File: config.mk
export PLATFORM = sky130hd
export DESIGN_NAME = mrtc_top
export DESIGN_NICKNAME = d
export VERILOG_FILES = /design/src/mrtc_pkg.sv /design/src/mrtc_user_ram.sv /design/src/mrtc_time_step.sv /design/src/mrtc_top.sv
export VERILOG_INCLUDE_DIRS = /design/src /design/src/src
export SDC_FILE = /design/constraint.sdc
export NUM_CORES = 2
export LEC_CHECK = 0
export BUFFER_PORTS_ARGS = -buffer_cell sky130_fd_sc_hd__clkbuf_2
export CAP_MARGIN = 20
export CORE_MARGIN = 10
export CORE_UTILIZATION = 40
export DETAILED_ROUTE_END_ITERATION = 7
export REMOVE_ABC_BUFFERS = 1
export SYNTH_ARGS = -nofsm -noshare
export SYNTH_HDL_FRONTEND = slang
export SYNTH_HIERARCHICAL = 1
export SYNTH_SLANG_ARGS = --single-unit
File: constraint.sdc
create_clock -name clk_in -period 24.8 [get_ports clk_in]
set_clock_uncertainty 0.1 [all_clocks]
set_input_delay 1.24 -clock clk_in [delete_from_list [all_inputs] [get_ports clk_in]]
set_output_delay 1.24 -clock clk_in [all_outputs]
set_load 0.1 [all_outputs]
File: src/mrtc_consts.svh
// constants for the multiplexed-bus real time clock
`ifndef MRTC_CONSTS_SVH
`define MRTC_CONSTS_SVH
// time, calendar and alarm byte offsets
`define MRTC_IX_SEC     0
`define MRTC_IX_SEC_AL  1
`define MRTC_IX_MIN     2
`define MRTC_IX_MIN_AL  3
`define MRTC_IX_HR      4
`define MRTC_IX_HR_AL   5
`define MRTC_IX_WDAY    6
`define MRTC_IX_MDAY    7
`define MRTC_IX_MON     8
`define MRTC_IX_YEAR    9
`define MRTC_TIME_BYTES 10
// control registers and user ram
`define MRTC_REG_A      7'h0a
`define MRTC_REG_B      7'h0b
`define MRTC_REG_C      7'h0c
`define MRTC_REG_D      7'h0d
`define MRTC_RAM_BASE   7'h0e
`define MRTC_RAM_BYTES  114
`define MRTC_REG_D_VAL  8'h80
`define MRTC_OSC_RST    3'b000
`define MRTC_OSC_RUN    3'b010
`define MRTC_DONT_CARE  2'b11
// calendar limits, binary form
`define MRTC_SEC_MAX    8'h3b
`define MRTC_HR_MAX     8'h17
`define MRTC_HR12       8'h0c
`define MRTC_WDAY_MAX   8'h07
`define MRTC_MON_MAX    8'h0c
`define MRTC_YEAR_MAX   8'h63
`define MRTC_DIM_LONG   8'h1f
`define MRTC_DIM_SHORT  8'h1e
`define MRTC_DIM_LEAP   8'h1d
`define MRTC_DIM_FEB    8'h1c
// timing
`define MRTC_CLK_HZ     100000000
`define MRTC_UPD_S      1
`define MRTC_FIRST_MS   500
`define MRTC_UIP_US     244
`endif

File: src/mrtc_pkg.sv
// types shared by the real time clock modules
package mrtc_pkg;
  typedef enum logic [1:0] {
    MRTC_OSC_STOP = 2'b00,
    MRTC_OSC_GO   = 2'b01,
    MRTC_OSC_HOLD = 2'b10
  } mrtc_osc_t;
endpackage

File: src/mrtc_user_ram.sv
// general purpose user ram with registered read and clear-to-ones
`timescale 1ns/1ps
`default_nettype none
`include "mrtc_consts.svh"
module mrtc_user_ram
  import mrtc_pkg::*;
#(
  parameter int DEPTH = `MRTC_RAM_BYTES,
  parameter int W     = 8,
  parameter int AW    = 7
)(
  input  wire logic          clk_in,
  input  wire logic          rst_in,
  input  wire logic          clear_in,
  input  wire logic          we_in,
  input  wire logic [AW-1:0] waddr_in,
  input  wire logic [W-1:0]  wdata_in,
  input  wire logic [AW-1:0] raddr_in,
  output logic      [W-1:0]  rdata_out
);
  logic [W-1:0] mem [0:DEPTH-1];

  // one process per byte; clear beats a write
  for (genvar e = 0; e < DEPTH; e++) begin : g_byte
    always_ff @(posedge clk_in)
    begin
      if (clear_in)
        mem[e] <= '1;
      else if (we_in && waddr_in == AW'(e))
        mem[e] <= wdata_in;
    end
  end

  // read every cycle, no dependence on update activity
  always_ff @(posedge clk_in)
  begin
    if (rst_in)
      rdata_out <= '0;
    else if (raddr_in < AW'(DEPTH))
      rdata_out <= mem[raddr_in];
    else
      rdata_out <= '0;
  end
endmodule // mrtc_user_ram
`default_nettype wire

File: src/mrtc_time_step.sv
// one-second advance of time and calendar in binary or bcd
`timescale 1ns/1ps
`default_nettype none
`include "mrtc_consts.svh"
module mrtc_time_step
  import mrtc_pkg::*;
(
  input  wire logic       bin_in,
  input  wire logic       h24_in,
  input  wire logic [7:0] sec_in,
  input  wire logic [7:0] min_in,
  input  wire logic [7:0] hr_in,
  input  wire logic [7:0] wday_in,
  input  wire logic [7:0] mday_in,
  input  wire logic [7:0] mon_in,
  input  wire logic [7:0] year_in,
  output logic      [7:0] sec_out,
  output logic      [7:0] min_out,
  output logic      [7:0] hr_out,
  output logic      [7:0] wday_out,
  output logic      [7:0] mday_out,
  output logic      [7:0] mon_out,
  output logic      [7:0] year_out
);
  function automatic logic [7:0] to_bin(input logic [7:0] v,
                                        input logic b);
    return b ? v : {4'h0, v[7:4]} * 8'h0a + {4'h0, v[3:0]};
  endfunction

  function automatic logic [7:0] to_fmt(input logic [7:0] v,
                                        input logic b);
    logic [7:0] t;
    t = v / 8'h0a;
    return b ? v : {t[3:0], 4'(v - t * 8'h0a)};
  endfunction

  // work in binary, convert back at the end
  always_comb
  begin
    logic [7:0] s, m, hb, hv, hm, hf, w, d, mo, y, dim;
    logic       cs, cm, ch, cd, cmo;
    s   = to_bin({1'b0, sec_in[6:0]}, bin_in);
    m   = to_bin(min_in, bin_in);
    w   = to_bin(wday_in, bin_in);
    d   = to_bin(mday_in, bin_in);
    mo  = to_bin(mon_in, bin_in);
    y   = to_bin(year_in, bin_in);
    hb  = to_bin({h24_in & hr_in[7], hr_in[6:0]}, bin_in);
    // fold 12-hour codes onto 0..23, top bit marks pm
    hv  = hb;
    if (!h24_in)
      hv = ((hb == `MRTC_HR12) ? 8'h00 : hb)
         + (hr_in[7] ? `MRTC_HR12 : 8'h00);
    // leap years are those divisible by four
    case (mo)
      8'h02:   dim = (y[1:0] == 2'b00) ? `MRTC_DIM_LEAP : `MRTC_DIM_FEB;
      8'h04, 8'h06, 8'h09, 8'h0b: dim = `MRTC_DIM_SHORT;
      default: dim = `MRTC_DIM_LONG;
    endcase
    cs  = (s >= `MRTC_SEC_MAX);
    cm  = cs && (m >= `MRTC_SEC_MAX);
    ch  = cm && (hv >= `MRTC_HR_MAX);
    cd  = ch && (d >= dim);
    cmo = cd && (mo >= `MRTC_MON_MAX);
    s   = cs ? 8'h00 : s + 8'h01;
    if (cs)
      m = cm ? 8'h00 : m + 8'h01;
    if (cm)
      hv = ch ? 8'h00 : hv + 8'h01;
    if (ch)
      w = (w >= `MRTC_WDAY_MAX) ? 8'h01 : w + 8'h01;
    if (ch)
      d = cd ? 8'h01 : d + 8'h01;
    if (cd)
      mo = cmo ? 8'h01 : mo + 8'h01;
    if (cmo)
      y = (y >= `MRTC_YEAR_MAX) ? 8'h00 : y + 8'h01;
    hm = (hv >= `MRTC_HR12) ? hv - `MRTC_HR12 : hv;
    if (hm == 8'h00)
      hm = `MRTC_HR12;
    sec_out  = to_fmt(s, bin_in);
    min_out  = to_fmt(m, bin_in);
    wday_out = to_fmt(w, bin_in);
    mday_out = to_fmt(d, bin_in);
    mon_out  = to_fmt(mo, bin_in);
    year_out = to_fmt(y, bin_in);
    // a call result cannot be part-selected, so park it first
    hf       = to_fmt(hm, bin_in);
    hr_out   = h24_in ? to_fmt(hv, bin_in)
             : {hv >= `MRTC_HR12, hf[6:0]};
  end
endmodule // mrtc_time_step
`default_nettype wire

File: src/mrtc_top.sv
// real time clock with user ram behind a multiplexed address/data bus
`timescale 1ns/1ps
`default_nettype none
`include "mrtc_consts.svh"
module mrtc_top
  import mrtc_pkg::*;
#(
  parameter int CYC_PER_SEC = `MRTC_UPD_S * `MRTC_CLK_HZ
)(
  input  wire logic       clk_in,
  input  wire logic       rst_in,
  input  wire logic [7:0] shared_addr_data_bus_in,
  output logic      [7:0] shared_addr_data_bus_out,
  output logic            shared_addr_data_bus_oe_n_out,
  input  wire logic       address_latch_strobe_in,
  input  wire logic       read_strobe_pin_n_in,
  input  wire logic       write_strobe_n_in,
  input  wire logic       chip_select_n_in,
  input  wire logic       user_ram_clear_n_in,
  output logic            irq_n_out,
  output logic            irq_oe_n_out
);
  // pin positions in the synchroniser vector
  localparam int CI_AS  = 0;
  localparam int CI_RD  = 1;
  localparam int CI_WR  = 2;
  localparam int CI_CS  = 3;
  localparam int CI_CLR = 4;
  localparam logic [4:0] CTL_IDLE = 5'h1e;

  // derived cycle counts; shortened runs clamp to one cycle
  localparam int DW        = $clog2(CYC_PER_SEC + 1);
  localparam int FIRST_RAW = (CYC_PER_SEC / 1000) * `MRTC_FIRST_MS;
  localparam int FIRST_CYC = (FIRST_RAW < 1) ? 1 : FIRST_RAW;
  localparam int UIP_RAW   = (CYC_PER_SEC / 1000000) * `MRTC_UIP_US;
  localparam int UIP_CYC   = (UIP_RAW < 1) ? 1 : UIP_RAW;
  localparam logic [DW-1:0] DIV_LAST  = DW'(CYC_PER_SEC - 1);
  localparam logic [DW-1:0] DIV_START = DW'(CYC_PER_SEC - FIRST_CYC);
  localparam logic [DW-1:0] DIV_HALF  = DW'(FIRST_CYC - 1);
  localparam logic [DW-1:0] DIV_UIP   = DW'(CYC_PER_SEC - UIP_CYC);

  // synchronisers and edge history
  logic [4:0]    ctl_s1;
  logic [4:0]    ctl_s2;
  logic [4:0]    ctl_d;
  logic [7:0]    bus_s1;
  logic [7:0]    bus_s2;
  // bus cycle state
  logic [6:0]    addr;
  logic          as_fall;
  logic          rd_fall;
  logic          rd_rise;
  logic          wr_rise;
  logic          sel;
  logic          wr_ev;
  logic          rd_ev;
  logic [7:0]    wdat;
  logic [7:0]    rdat;
  logic          is_time;
  logic          is_ram;
  logic [6:0]    ram_ix;
  logic [7:0]    ram_q;
  // control registers
  logic [2:0]    osc;
  logic [3:0]    rate;
  logic          freeze;
  logic          per_ie;
  logic          alm_ie;
  logic          upd_ie;
  logic          sqw_en;
  logic          binary_format_select;
  logic          h24;
  logic          dst_en;
  logic          uip;
  mrtc_osc_t     osc_mode;
  // divider and events
  logic [DW-1:0] div;
  logic          tick;
  logic          per_ev;
  logic          alm_match;
  logic [2:0]    ev;
  logic [2:0]    flg;
  logic [2:0]    held;
  logic          c_busy;
  logic          irq_on;
  // time bytes: internal copy and host-visible copy
  logic [7:0]    ti [0:`MRTC_TIME_BYTES-1];
  logic [7:0]    tu [0:`MRTC_TIME_BYTES-1];
  logic [7:0]    nx [0:`MRTC_TIME_BYTES-1];

  // two flops on every pin before any logic looks at it
  always_ff @(posedge clk_in)
  begin
    if (rst_in)
    begin
      ctl_s1 <= CTL_IDLE;
      ctl_s2 <= CTL_IDLE;
      ctl_d  <= CTL_IDLE;
      bus_s1 <= 8'h00;
      bus_s2 <= 8'h00;
    end
    else
    begin
      ctl_s1 <= {user_ram_clear_n_in, chip_select_n_in,
                 write_strobe_n_in, read_strobe_pin_n_in,
                 address_latch_strobe_in};
      ctl_s2 <= ctl_s1;
      ctl_d  <= ctl_s2;
      bus_s1 <= shared_addr_data_bus_in;
      bus_s2 <= bus_s1;
    end
  end

  // edge events from the second stage only
  assign as_fall = ctl_d[CI_AS] & ~ctl_s2[CI_AS];
  assign rd_fall = ctl_d[CI_RD] & ~ctl_s2[CI_RD];
  assign rd_rise = ~ctl_d[CI_RD] & ctl_s2[CI_RD];
  assign wr_rise = ~ctl_d[CI_WR] & ctl_s2[CI_WR];
  // select is judged at the strobe edge itself
  assign sel     = ~ctl_s2[CI_CS];
  assign wr_ev   = wr_rise & sel;
  assign rd_ev   = rd_fall & sel;
  // data sampled at the closing edge of the write strobe
  assign wdat    = bus_s2;

  // address is latched whether or not the part is selected
  always_ff @(posedge clk_in)
  begin
    if (rst_in)
      addr <= 7'h00;
    else if (as_fall)
      addr <= bus_s2[6:0];
  end

  // map: ten time bytes, four control registers, user ram
  assign is_time = (addr < 7'(`MRTC_TIME_BYTES));
  assign is_ram  = (addr >= `MRTC_RAM_BASE);
  assign ram_ix  = addr - `MRTC_RAM_BASE;

  mrtc_user_ram #(
    .DEPTH (`MRTC_RAM_BYTES),
    .W     (8),
    .AW    (7)
  ) u_ram (
    .clk_in    (clk_in),
    .rst_in    (rst_in),
    .clear_in  (~ctl_s2[CI_CLR]),
    .we_in     (wr_ev & is_ram),
    .waddr_in  (ram_ix),
    .wdata_in  (wdat),
    .raddr_in  (ram_ix),
    .rdata_out (ram_q)
  );

  // oscillator field decode
  always_comb
  begin
    case (osc)
      `MRTC_OSC_RUN: osc_mode = MRTC_OSC_GO;
      3'b110:        osc_mode = MRTC_OSC_HOLD;
      3'b111:        osc_mode = MRTC_OSC_HOLD;
      default:       osc_mode = MRTC_OSC_STOP;
    endcase
  end

  // register a: oscillator field and rate select; bit 7 read-only
  always_ff @(posedge clk_in)
  begin
    if (rst_in)
    begin
      osc  <= `MRTC_OSC_RST;
      rate <= 4'h0;
    end
    else if (wr_ev && addr == `MRTC_REG_A)
    begin
      osc  <= wdat[6:4];
      rate <= wdat[3:0];
    end
  end

  // register b; freeze rising drops the update-ended enable
  always_ff @(posedge clk_in)
  begin
    if (rst_in)
    begin
      freeze               <= 1'b0;
      per_ie               <= 1'b0;
      alm_ie               <= 1'b0;
      upd_ie               <= 1'b0;
      sqw_en               <= 1'b0;
      binary_format_select <= 1'b0;
      h24                  <= 1'b0;
      dst_en               <= 1'b0;
    end
    else if (wr_ev && addr == `MRTC_REG_B)
    begin
      freeze               <= wdat[7];
      per_ie               <= wdat[6];
      alm_ie               <= wdat[5];
      upd_ie               <= wdat[4] & ~(wdat[7] & ~freeze);
      sqw_en               <= wdat[3];
      binary_format_select <= wdat[2];
      h24                  <= wdat[1];
      dst_en               <= wdat[0];
    end
  end

  // divider chain; starting it lands the first tick half a second on
  always_ff @(posedge clk_in)
  begin
    if (rst_in)
      div <= '0;
    else if (wr_ev && addr == `MRTC_REG_A && wdat[6:4] == `MRTC_OSC_RUN
             && osc != `MRTC_OSC_RUN)
      div <= DIV_START;
    else if (osc_mode == MRTC_OSC_HOLD)
      div <= '0;
    else if (osc_mode == MRTC_OSC_GO)
      div <= (div == DIV_LAST) ? '0 : div + 1'b1;
  end

  // the final divider stage gives the once-a-second tick
  assign tick   = (osc_mode == MRTC_OSC_GO) && (div == DIV_LAST);
  // periodic event at half-second steps for any nonzero rate
  assign per_ev = (osc_mode == MRTC_OSC_GO) && (rate != 4'h0)
                && (div == DIV_HALF || div == DIV_LAST);

  // update-in-progress window just ahead of the tick, masked by freeze
  always_ff @(posedge clk_in)
  begin
    if (rst_in)
      uip <= 1'b0;
    else
      uip <= (osc_mode == MRTC_OSC_GO) && !freeze && (div >= DIV_UIP);
  end

  // next value of every time byte; alarms pass unchanged
  mrtc_time_step u_step (
    .bin_in   (binary_format_select),
    .h24_in   (h24),
    .sec_in   (ti[`MRTC_IX_SEC]),
    .min_in   (ti[`MRTC_IX_MIN]),
    .hr_in    (ti[`MRTC_IX_HR]),
    .wday_in  (ti[`MRTC_IX_WDAY]),
    .mday_in  (ti[`MRTC_IX_MDAY]),
    .mon_in   (ti[`MRTC_IX_MON]),
    .year_in  (ti[`MRTC_IX_YEAR]),
    .sec_out  (nx[`MRTC_IX_SEC]),
    .min_out  (nx[`MRTC_IX_MIN]),
    .hr_out   (nx[`MRTC_IX_HR]),
    .wday_out (nx[`MRTC_IX_WDAY]),
    .mday_out (nx[`MRTC_IX_MDAY]),
    .mon_out  (nx[`MRTC_IX_MON]),
    .year_out (nx[`MRTC_IX_YEAR])
  );
  assign nx[`MRTC_IX_SEC_AL] = ti[`MRTC_IX_SEC_AL];
  assign nx[`MRTC_IX_MIN_AL] = ti[`MRTC_IX_MIN_AL];
  assign nx[`MRTC_IX_HR_AL]  = ti[`MRTC_IX_HR_AL];

  // one process per time byte; host write wins over the tick
  for (genvar i = 0; i < `MRTC_TIME_BYTES; i++) begin : g_time
    localparam logic [7:0] WMASK = (i == `MRTC_IX_SEC) ? 8'h7f : 8'hff;
    always_ff @(posedge clk_in)
    begin
      if (rst_in)
      begin
        ti[i] <= 8'h00;
        tu[i] <= 8'h00;
      end
      else if (wr_ev && addr == 7'(i))
      begin
        ti[i] <= wdat & WMASK;
        tu[i] <= wdat & WMASK;
      end
      else if (tick)
      begin
        ti[i] <= nx[i];
        if (!freeze)
          tu[i] <= nx[i];
      end
    end
  end

  // alarm compare on the freshly advanced time
  function automatic logic hit(input logic [7:0] al,
                               input logic [7:0] t);
    return (al[7:6] == `MRTC_DONT_CARE) || (al == t);
  endfunction
  assign alm_match = hit(ti[`MRTC_IX_SEC_AL], nx[`MRTC_IX_SEC])
                   && hit(ti[`MRTC_IX_MIN_AL], nx[`MRTC_IX_MIN])
                   && hit(ti[`MRTC_IX_HR_AL], nx[`MRTC_IX_HR]);
  // events: periodic, alarm, update ended
  assign ev = {per_ev, tick & alm_match, tick};

  // status flags; a read clears them and parks events until it ends
  always_ff @(posedge clk_in)
  begin
    if (rst_in)
    begin
      flg    <= 3'b000;
      held   <= 3'b000;
      c_busy <= 1'b0;
    end
    else if (rd_ev && addr == `MRTC_REG_C)
    begin
      flg    <= 3'b000;
      held   <= ev; // same-cycle event is kept, not lost
      c_busy <= 1'b1;
    end
    else if (c_busy && rd_rise)
    begin
      flg    <= held | ev;
      held   <= 3'b000;
      c_busy <= 1'b0;
    end
    else if (c_busy)
      held <= held | ev;
    else
      flg <= flg | ev;
  end

  // interrupt drive follows flag and enable at once
  assign irq_on = |(flg & {per_ie, alm_ie, upd_ie});

  // open-drain pin: only ever pulls low
  always_ff @(posedge clk_in)
  begin
    if (rst_in)
    begin
      irq_n_out    <= 1'b0;
      irq_oe_n_out <= 1'b1;
    end
    else
    begin
      irq_n_out    <= 1'b0;
      irq_oe_n_out <= ~irq_on;
    end
  end

  // read data select
  always_comb
  begin
    if (is_time)
      rdat = tu[addr[3:0]];
    else if (addr == `MRTC_REG_A)
      rdat = {uip, osc, rate};
    else if (addr == `MRTC_REG_B)
      rdat = {freeze, per_ie, alm_ie, upd_ie,
              sqw_en, binary_format_select, h24, dst_en};
    else if (addr == `MRTC_REG_C)
      rdat = {~irq_oe_n_out, flg, 4'h0};
    else if (addr == `MRTC_REG_D)
      rdat = `MRTC_REG_D_VAL;
    else
      rdat = ram_q;
  end

  // drive the bus from the read strobe fall until it rises
  always_ff @(posedge clk_in)
  begin
    if (rst_in)
    begin
      shared_addr_data_bus_out      <= 8'h00;
      shared_addr_data_bus_oe_n_out <= 1'b1;
    end
    else if (rd_ev)
    begin
      shared_addr_data_bus_out      <= rdat;
      shared_addr_data_bus_oe_n_out <= 1'b0;
    end
    else if (rd_rise)
      shared_addr_data_bus_oe_n_out <= 1'b1;
  end
endmodule // mrtc_top
`default_nettype wire

* Word level (Yosys, flattened, before mapping)
Memory sizes are Yosys's and may differ from the RTL's. A register that Yosys moved wholly into a read port is not among the register bits. Index checks and enable logic that the tools add are counted.
Operators by class: add/sub/neg operators 26, multipliers 15, divide/modulo/power cells 8, $lt $le $gt $ge 12, eq/ne operators 148, mux-type cells 649, bitwise operators 178, reductions and logical operators 161
Operators with widths (number):
- two-way mux 8 bit | 191
- two-way mux 1 bit | 443
- equality test 7 bit, second input constant | 50
- equality test 7 x 6 -> 1 bit, second input constant | 32
- OR 1 bit | 154
- logical AND 1 bit | 141
- equality test 7 x 5 -> 1 bit, second input constant | 16
- equality test 7 x 4 -> 1 bit, second input constant | 14
- two-way mux 26 bit | 3
- divider 8 x 4 -> 8 bit, second input constant | 8
- multiplier 8 x 3 -> 3 bit, second input constant | 8
- adder 8 x 1 -> 8 bit, second input constant | 7
- equality test 7 x 3 -> 1 bit, second input constant | 8
- adder 8 x 4 -> 8 bit | 6
- multiplier 4 x 3 -> 7 bit, second input constant | 6
- subtractor 4 bit | 8
- equality test 7 x 2 -> 1 bit, second input constant | 4
- adder 27 x 1 -> 27 bit, second input constant | 1
- equality test 27 x 26 -> 1 bit, second input constant | 1
- equality test 27 bit, second input constant | 1
- greater-or-equal comparator 27 bit, second input constant | 1
- two-way mux 27 bit | 1
- equality test 8 x 4 -> 1 bit, second input constant | 3
- equality test 8 bit | 3
- other kinds (43) | 87
Storage, ports and cells: flip-flop bits (word level) 96, bits in writable memories 1072, bits of input ports 15, output and inout bits 11, word-level logic and storage cells 1225, memories kept 3
Memory list:
- u_ram.mem | words 114, width 8, rd ports 1, clocked after memory_dff 1, wr ports 114, RTL line mrtc_user_ram.sv:21 | logic [W-1:0] mem [0:DEPTH-1];
- ti | words 10, width 8, rd ports 10, clocked after memory_dff 0, wr ports 10, RTL line mrtc_top.sv:87 | logic [7:0] ti [0:`MRTC_TIME_BYTES-1];
- tu | words 10, width 8, rd ports 1, clocked after memory_dff 1, wr ports 10, RTL line mrtc_top.sv:88 | logic [7:0] tu [0:`MRTC_TIME_BYTES-1];

* Logic depth before layout (Yosys ltp)
An unclocked memory read counts as a cell.
depth in word-level cells 30, depth in mapped cells 57, depth with buffers taken out 55

* By module
Netlist, hierarchy kept.
Modules (own cells, without submodules):
- mrtc_user_ram | times used 1, cells each 2986, area each 43474.2 um^2
- mrtc_top | times used 1, cells each 1184, area each 12233.0 um^2
- mrtc_time_step | times used 1, cells each 1190, area each 8117.8 um^2

* Worst setup path before layout
No wires, ideal clock.
path kind flip-flop to flip-flop, from memory ti[4][7] (netlist: ti[2][7]), to register held[1], setup time 74 ps, data arrival time 11013 ps, required time 24626 ps, setup slack 13613 ps, cell stages (with the launch flop) 57, buffers on the path 1, path through edfxtp_1 > nand2_1 > inv_1 > ha_1 > ha_1 > inv_1 > fa_1 > nor2b_1 > nand3_1 > xnor2_1 > o21ai_0 > nand2_1 > nor4_1 > nand2b_1 > inv_1 > ha_1 > a21oi_1 > nor3b_1 > [... 21 more ...] > o211ai_1 > inv_1 > a211oi_4 > ha_1 > nand2_1 > o221ai_1 > mux2i_1 > or3_4 > ha_1 > fa_1 > xnor2_1 > o31a_1 > o41ai_1 > xor2_1 > nor4_1 > a22oi_1 > or4_1 > o21ai_0
RTL lines:
- start: declaration | RTL line mrtc_top.sv:87
- end signal: assignment | RTL line mrtc_top.sv:307 | held <= ev;
- end signal: assignment | RTL line mrtc_top.sv:317 | held <= held | ev;
- end: declaration | RTL line mrtc_top.sv:83 | logic [2:0] held;

==> impl_metrics.csv <==
group,metric,value,unit
global_route,grt_usage,0.212,
worst_hold_path,hp-start,"ctl_s1[2]$_SDFF_PP1_",
timing,finalSetupTns,0,ps
floorplanning,coreArea,0.158,sq mm
worst_setup_path,critPathSlowestCell,"o41ai_1",
global_route,grt_pass1_wl,285000,microns
routing,drc,0,
routing,viasPerCell,6.15,
power_and_ir_drop,ir_drop,51.0,uV
place,routabilityCongestion,0.862,
clock_tree,clkTransAtPathRegs,60,ps
floorplanning,num_io_pins,26,
timing,finalCritPeriodShare,0.557,
floorplanning,initial_core_util,0.403,
clock_tree,cts_root_buf,"clkbuf_16",
worst_setup_path,r2r_start,"h24$_SDFFE_PP0P_",
worst_setup_path,startpoint,"h24$_SDFFE_PP0P_",
worst_hold_path,holdPathEnd,"ctl_s2[2]$_SDFF_PP1_",
global_route,grt_pass1_vias,43056,
timing,hold_viol,0,
worst_setup_path,crit_fanout,25,
timing,slew_headroom,0.216,
logic_synthesis,syn_inst,5358,
floorplanning,dieArea,0.176,sq mm
timing,fmax,72.4,MHz
logic_synthesis,synth_warnings,6,
worst_hold_path,hold_depth,1,
routing,wl_per_cell,26.3,microns
worst_setup_path,crit_path_start_kind,"flop",
worst_setup_path,rr_worst_depth,56,
floorplanning,die_h,419,microns
clock_tree,clkLatencyLatePin,770,ps
global_route,grt_max_degree,105,
timing,slew_viol_final,0,
logic_synthesis,avgSynthCellArea,11.9,sq um
clock_tree,clockBufferDepth,3,
power_and_ir_drop,pwr_density_cell,67.2,mW/mm^2
clock_tree,cts_resized,0,
outcome,status,"finished, final reports clean",
timing,rsz0062_at_grt,"no",
clock_tree,post-cts-setup-buffers,0,
timing,setup_violations,0,
logic_synthesis,syn_area,0.0638,sq mm
final_layout,area_delta_synth_final,8.92,%
routing,ant_nets,0,
job,max-cap-violations,0,
final_layout,layout-drive-gt1-share,0.156,
routing,vias,44798,
routing,first_pass_iters,6,
worst_setup_path,cp_data_arrival_time,14380,ps
place,dp_hpwl,120000,microns
final_layout,nFillCells,14283,
worst_setup_path,required,25370,ps
clock_tree,cts_tree,"done",
worst_setup_path,crit_top_cell,"ha_1",
worst_setup_path,critPathCaptureType,"flop",
final_layout,fin_util,0.439,
floorplanning,die_x,419,microns
worst_setup_path,worst-setup-path-type,"reg -> reg",
clock_tree,hold_buffers,0,
clock_tree,clock_sinks,1179,
global_route,overflow,0,
power_and_ir_drop,p_leak,19.9,nW
timing,layout_min_cycle_time,13810,ps
floorplanning,core.rowCount,146,
routing,drt_iter0_markers,5314,
clock_tree,cts_buffers,132,
routing,wl,192000,microns
final_layout,final_cells,7290,
place,place_inst,7048,
global_route,antenna_found_initial,6,
worst_setup_path,critPathMaxStageDelay,800,ps
final_layout,layout.nets,5243,
worst_hold_path,min_path_type,"reg -> reg",
clock_tree,htree_levels,4,
place,port_buffers,24,
worst_setup_path,r2r_slack,10990,ps
worst_setup_path,r2r-end,"held[1]$_SDFFE_PP0P_",
timing,worst_slew_pin_slew,1170,ps
==> layout make-up <==
class	count	area (sq um)	share of cell area
repair buffers	125	995	0.0143
well taps	2072	2590	0.0373
clock buffers	168	3470	0.0499
diodes	1	2.50	0.0000360
multi-input cells	3595	27100	0.390
flip-flops and latches	1179	34400	0.495
inverters	84	328	0.00472
clock inverters	66	669	0.00963
==> state kept, by name, indices dropped and copies added, names as in the netlist, 3 cells and up, named ones only <==
| register | cells |
|---|---|
| u_ram/mem | 912 |
| held | 3 |
| tu | 80 |
| rate | 4 |
| addr | 7 |
| ctl_s2 | 5 |
| bus_s1 | 8 |
| bus_s2 | 8 |
| div | 27 |
| osc | 3 |
| flg | 3 |
| shared_addr_data_bus_out | 8 |
| ti | 79 |
| u_ram/rdata_out | 8 |
| ctl_s1 | 5 |
| ctl_d | 3 |
==> worst max path at each step <==
stage	to	cells after the start
floorplan	u_ram/mem[11][0]$_SDFFCE_PN1P_	2
global placement	held[1]$_SDFFE_PP0P_	55
detailed placement	held[1]$_SDFFE_PP0P_	55
CTS	held[1]$_SDFFE_PP0P_	55
global route	held[1]$_SDFFE_PP0P_	56
finish	held[1]$_SDFFE_PP0P_	56
==> metal layers <==
| metal | up-vias | GRT usage | share of wire |
|---|---|---|---|
| met5 | - | 0 | 0 |
| met4 | 0 | 0.0605 | 0.029 |
| met3 | 321 | 0.0385 | 0.084 |
| met2 | 1983 | 0.336 | 0.46 |
| met1 | 22549 | 0.297 | 0.42 |
| li1 | 19945 | - | - |
==> where the power goes <==
part | switching (mW) | total [mW] | internal (mW)
Clock | 0.821 | 1.90 | 1.08
Sequential | 0.0212 | 2.19 | 2.17
Combinational | 0.367 | 0.572 | 0.205
==> worst max-delay path: cells and delay by family (launching register included) <==
kind                       cells  cell delay, ps
and+or+nand+nor               19            4730
AOI/OAI and AO/OA             15            3920
adders and majority gates     10            2910
buffers and inverters          8             930
xor gates and xnor gates       3             480
DFF                            1             450
muxes                          1             140
==> per-stage QoR <==
step	area (sq um)	setup WS, ps	power, mW	hold slack (ps)
after floorplan	61600	10850	2.64	289
after global placement	65200	10670	2.79	298
after detailed placement	65200	10420	2.80	297
after CTS	69400	10390	4.69	312
after global routing	69500	9670	4.83	322
final	69500	10990	4.67	311
==> cell usage in the layout, fill, tap and decap left out, types with 18 or more instances in the layout <==
cell type / instances
a22oi_1: 43
a211oi_1: 32
buf_4: 93
a21oi_1: 204
nand3_1: 124
clkbuf_16: 132
mux2_2: 43
nor3b_1: 18
o22ai_1: 48
a22o_1: 23
o21a_1: 18
fa_1: 22
nor4_1: 24
nor2_1: 218
clkinv_1: 22
or2_2: 179
nor2b_1: 44
nand2_1: 334
edfxtp_1: 1071
xor2_1: 43
ha_1: 88
a31oi_1: 30
a21o_1: 126
mux2i_1: 163
o211ai_1: 38
o21ai_0: 175
or3_1: 764
inv_1: 76
nand4_1: 22
o21bai_1: 20
mux4_2: 195
clkbuf_1: 33
and3_1: 37
clkbuf_2: 23
dfxtp_1: 98
and2_1: 48
nor3_1: 61
xnor2_1: 52
nand2b_1: 55
clkinv_2: 18
No activity file was read; power rests on OpenSTA's default activity.
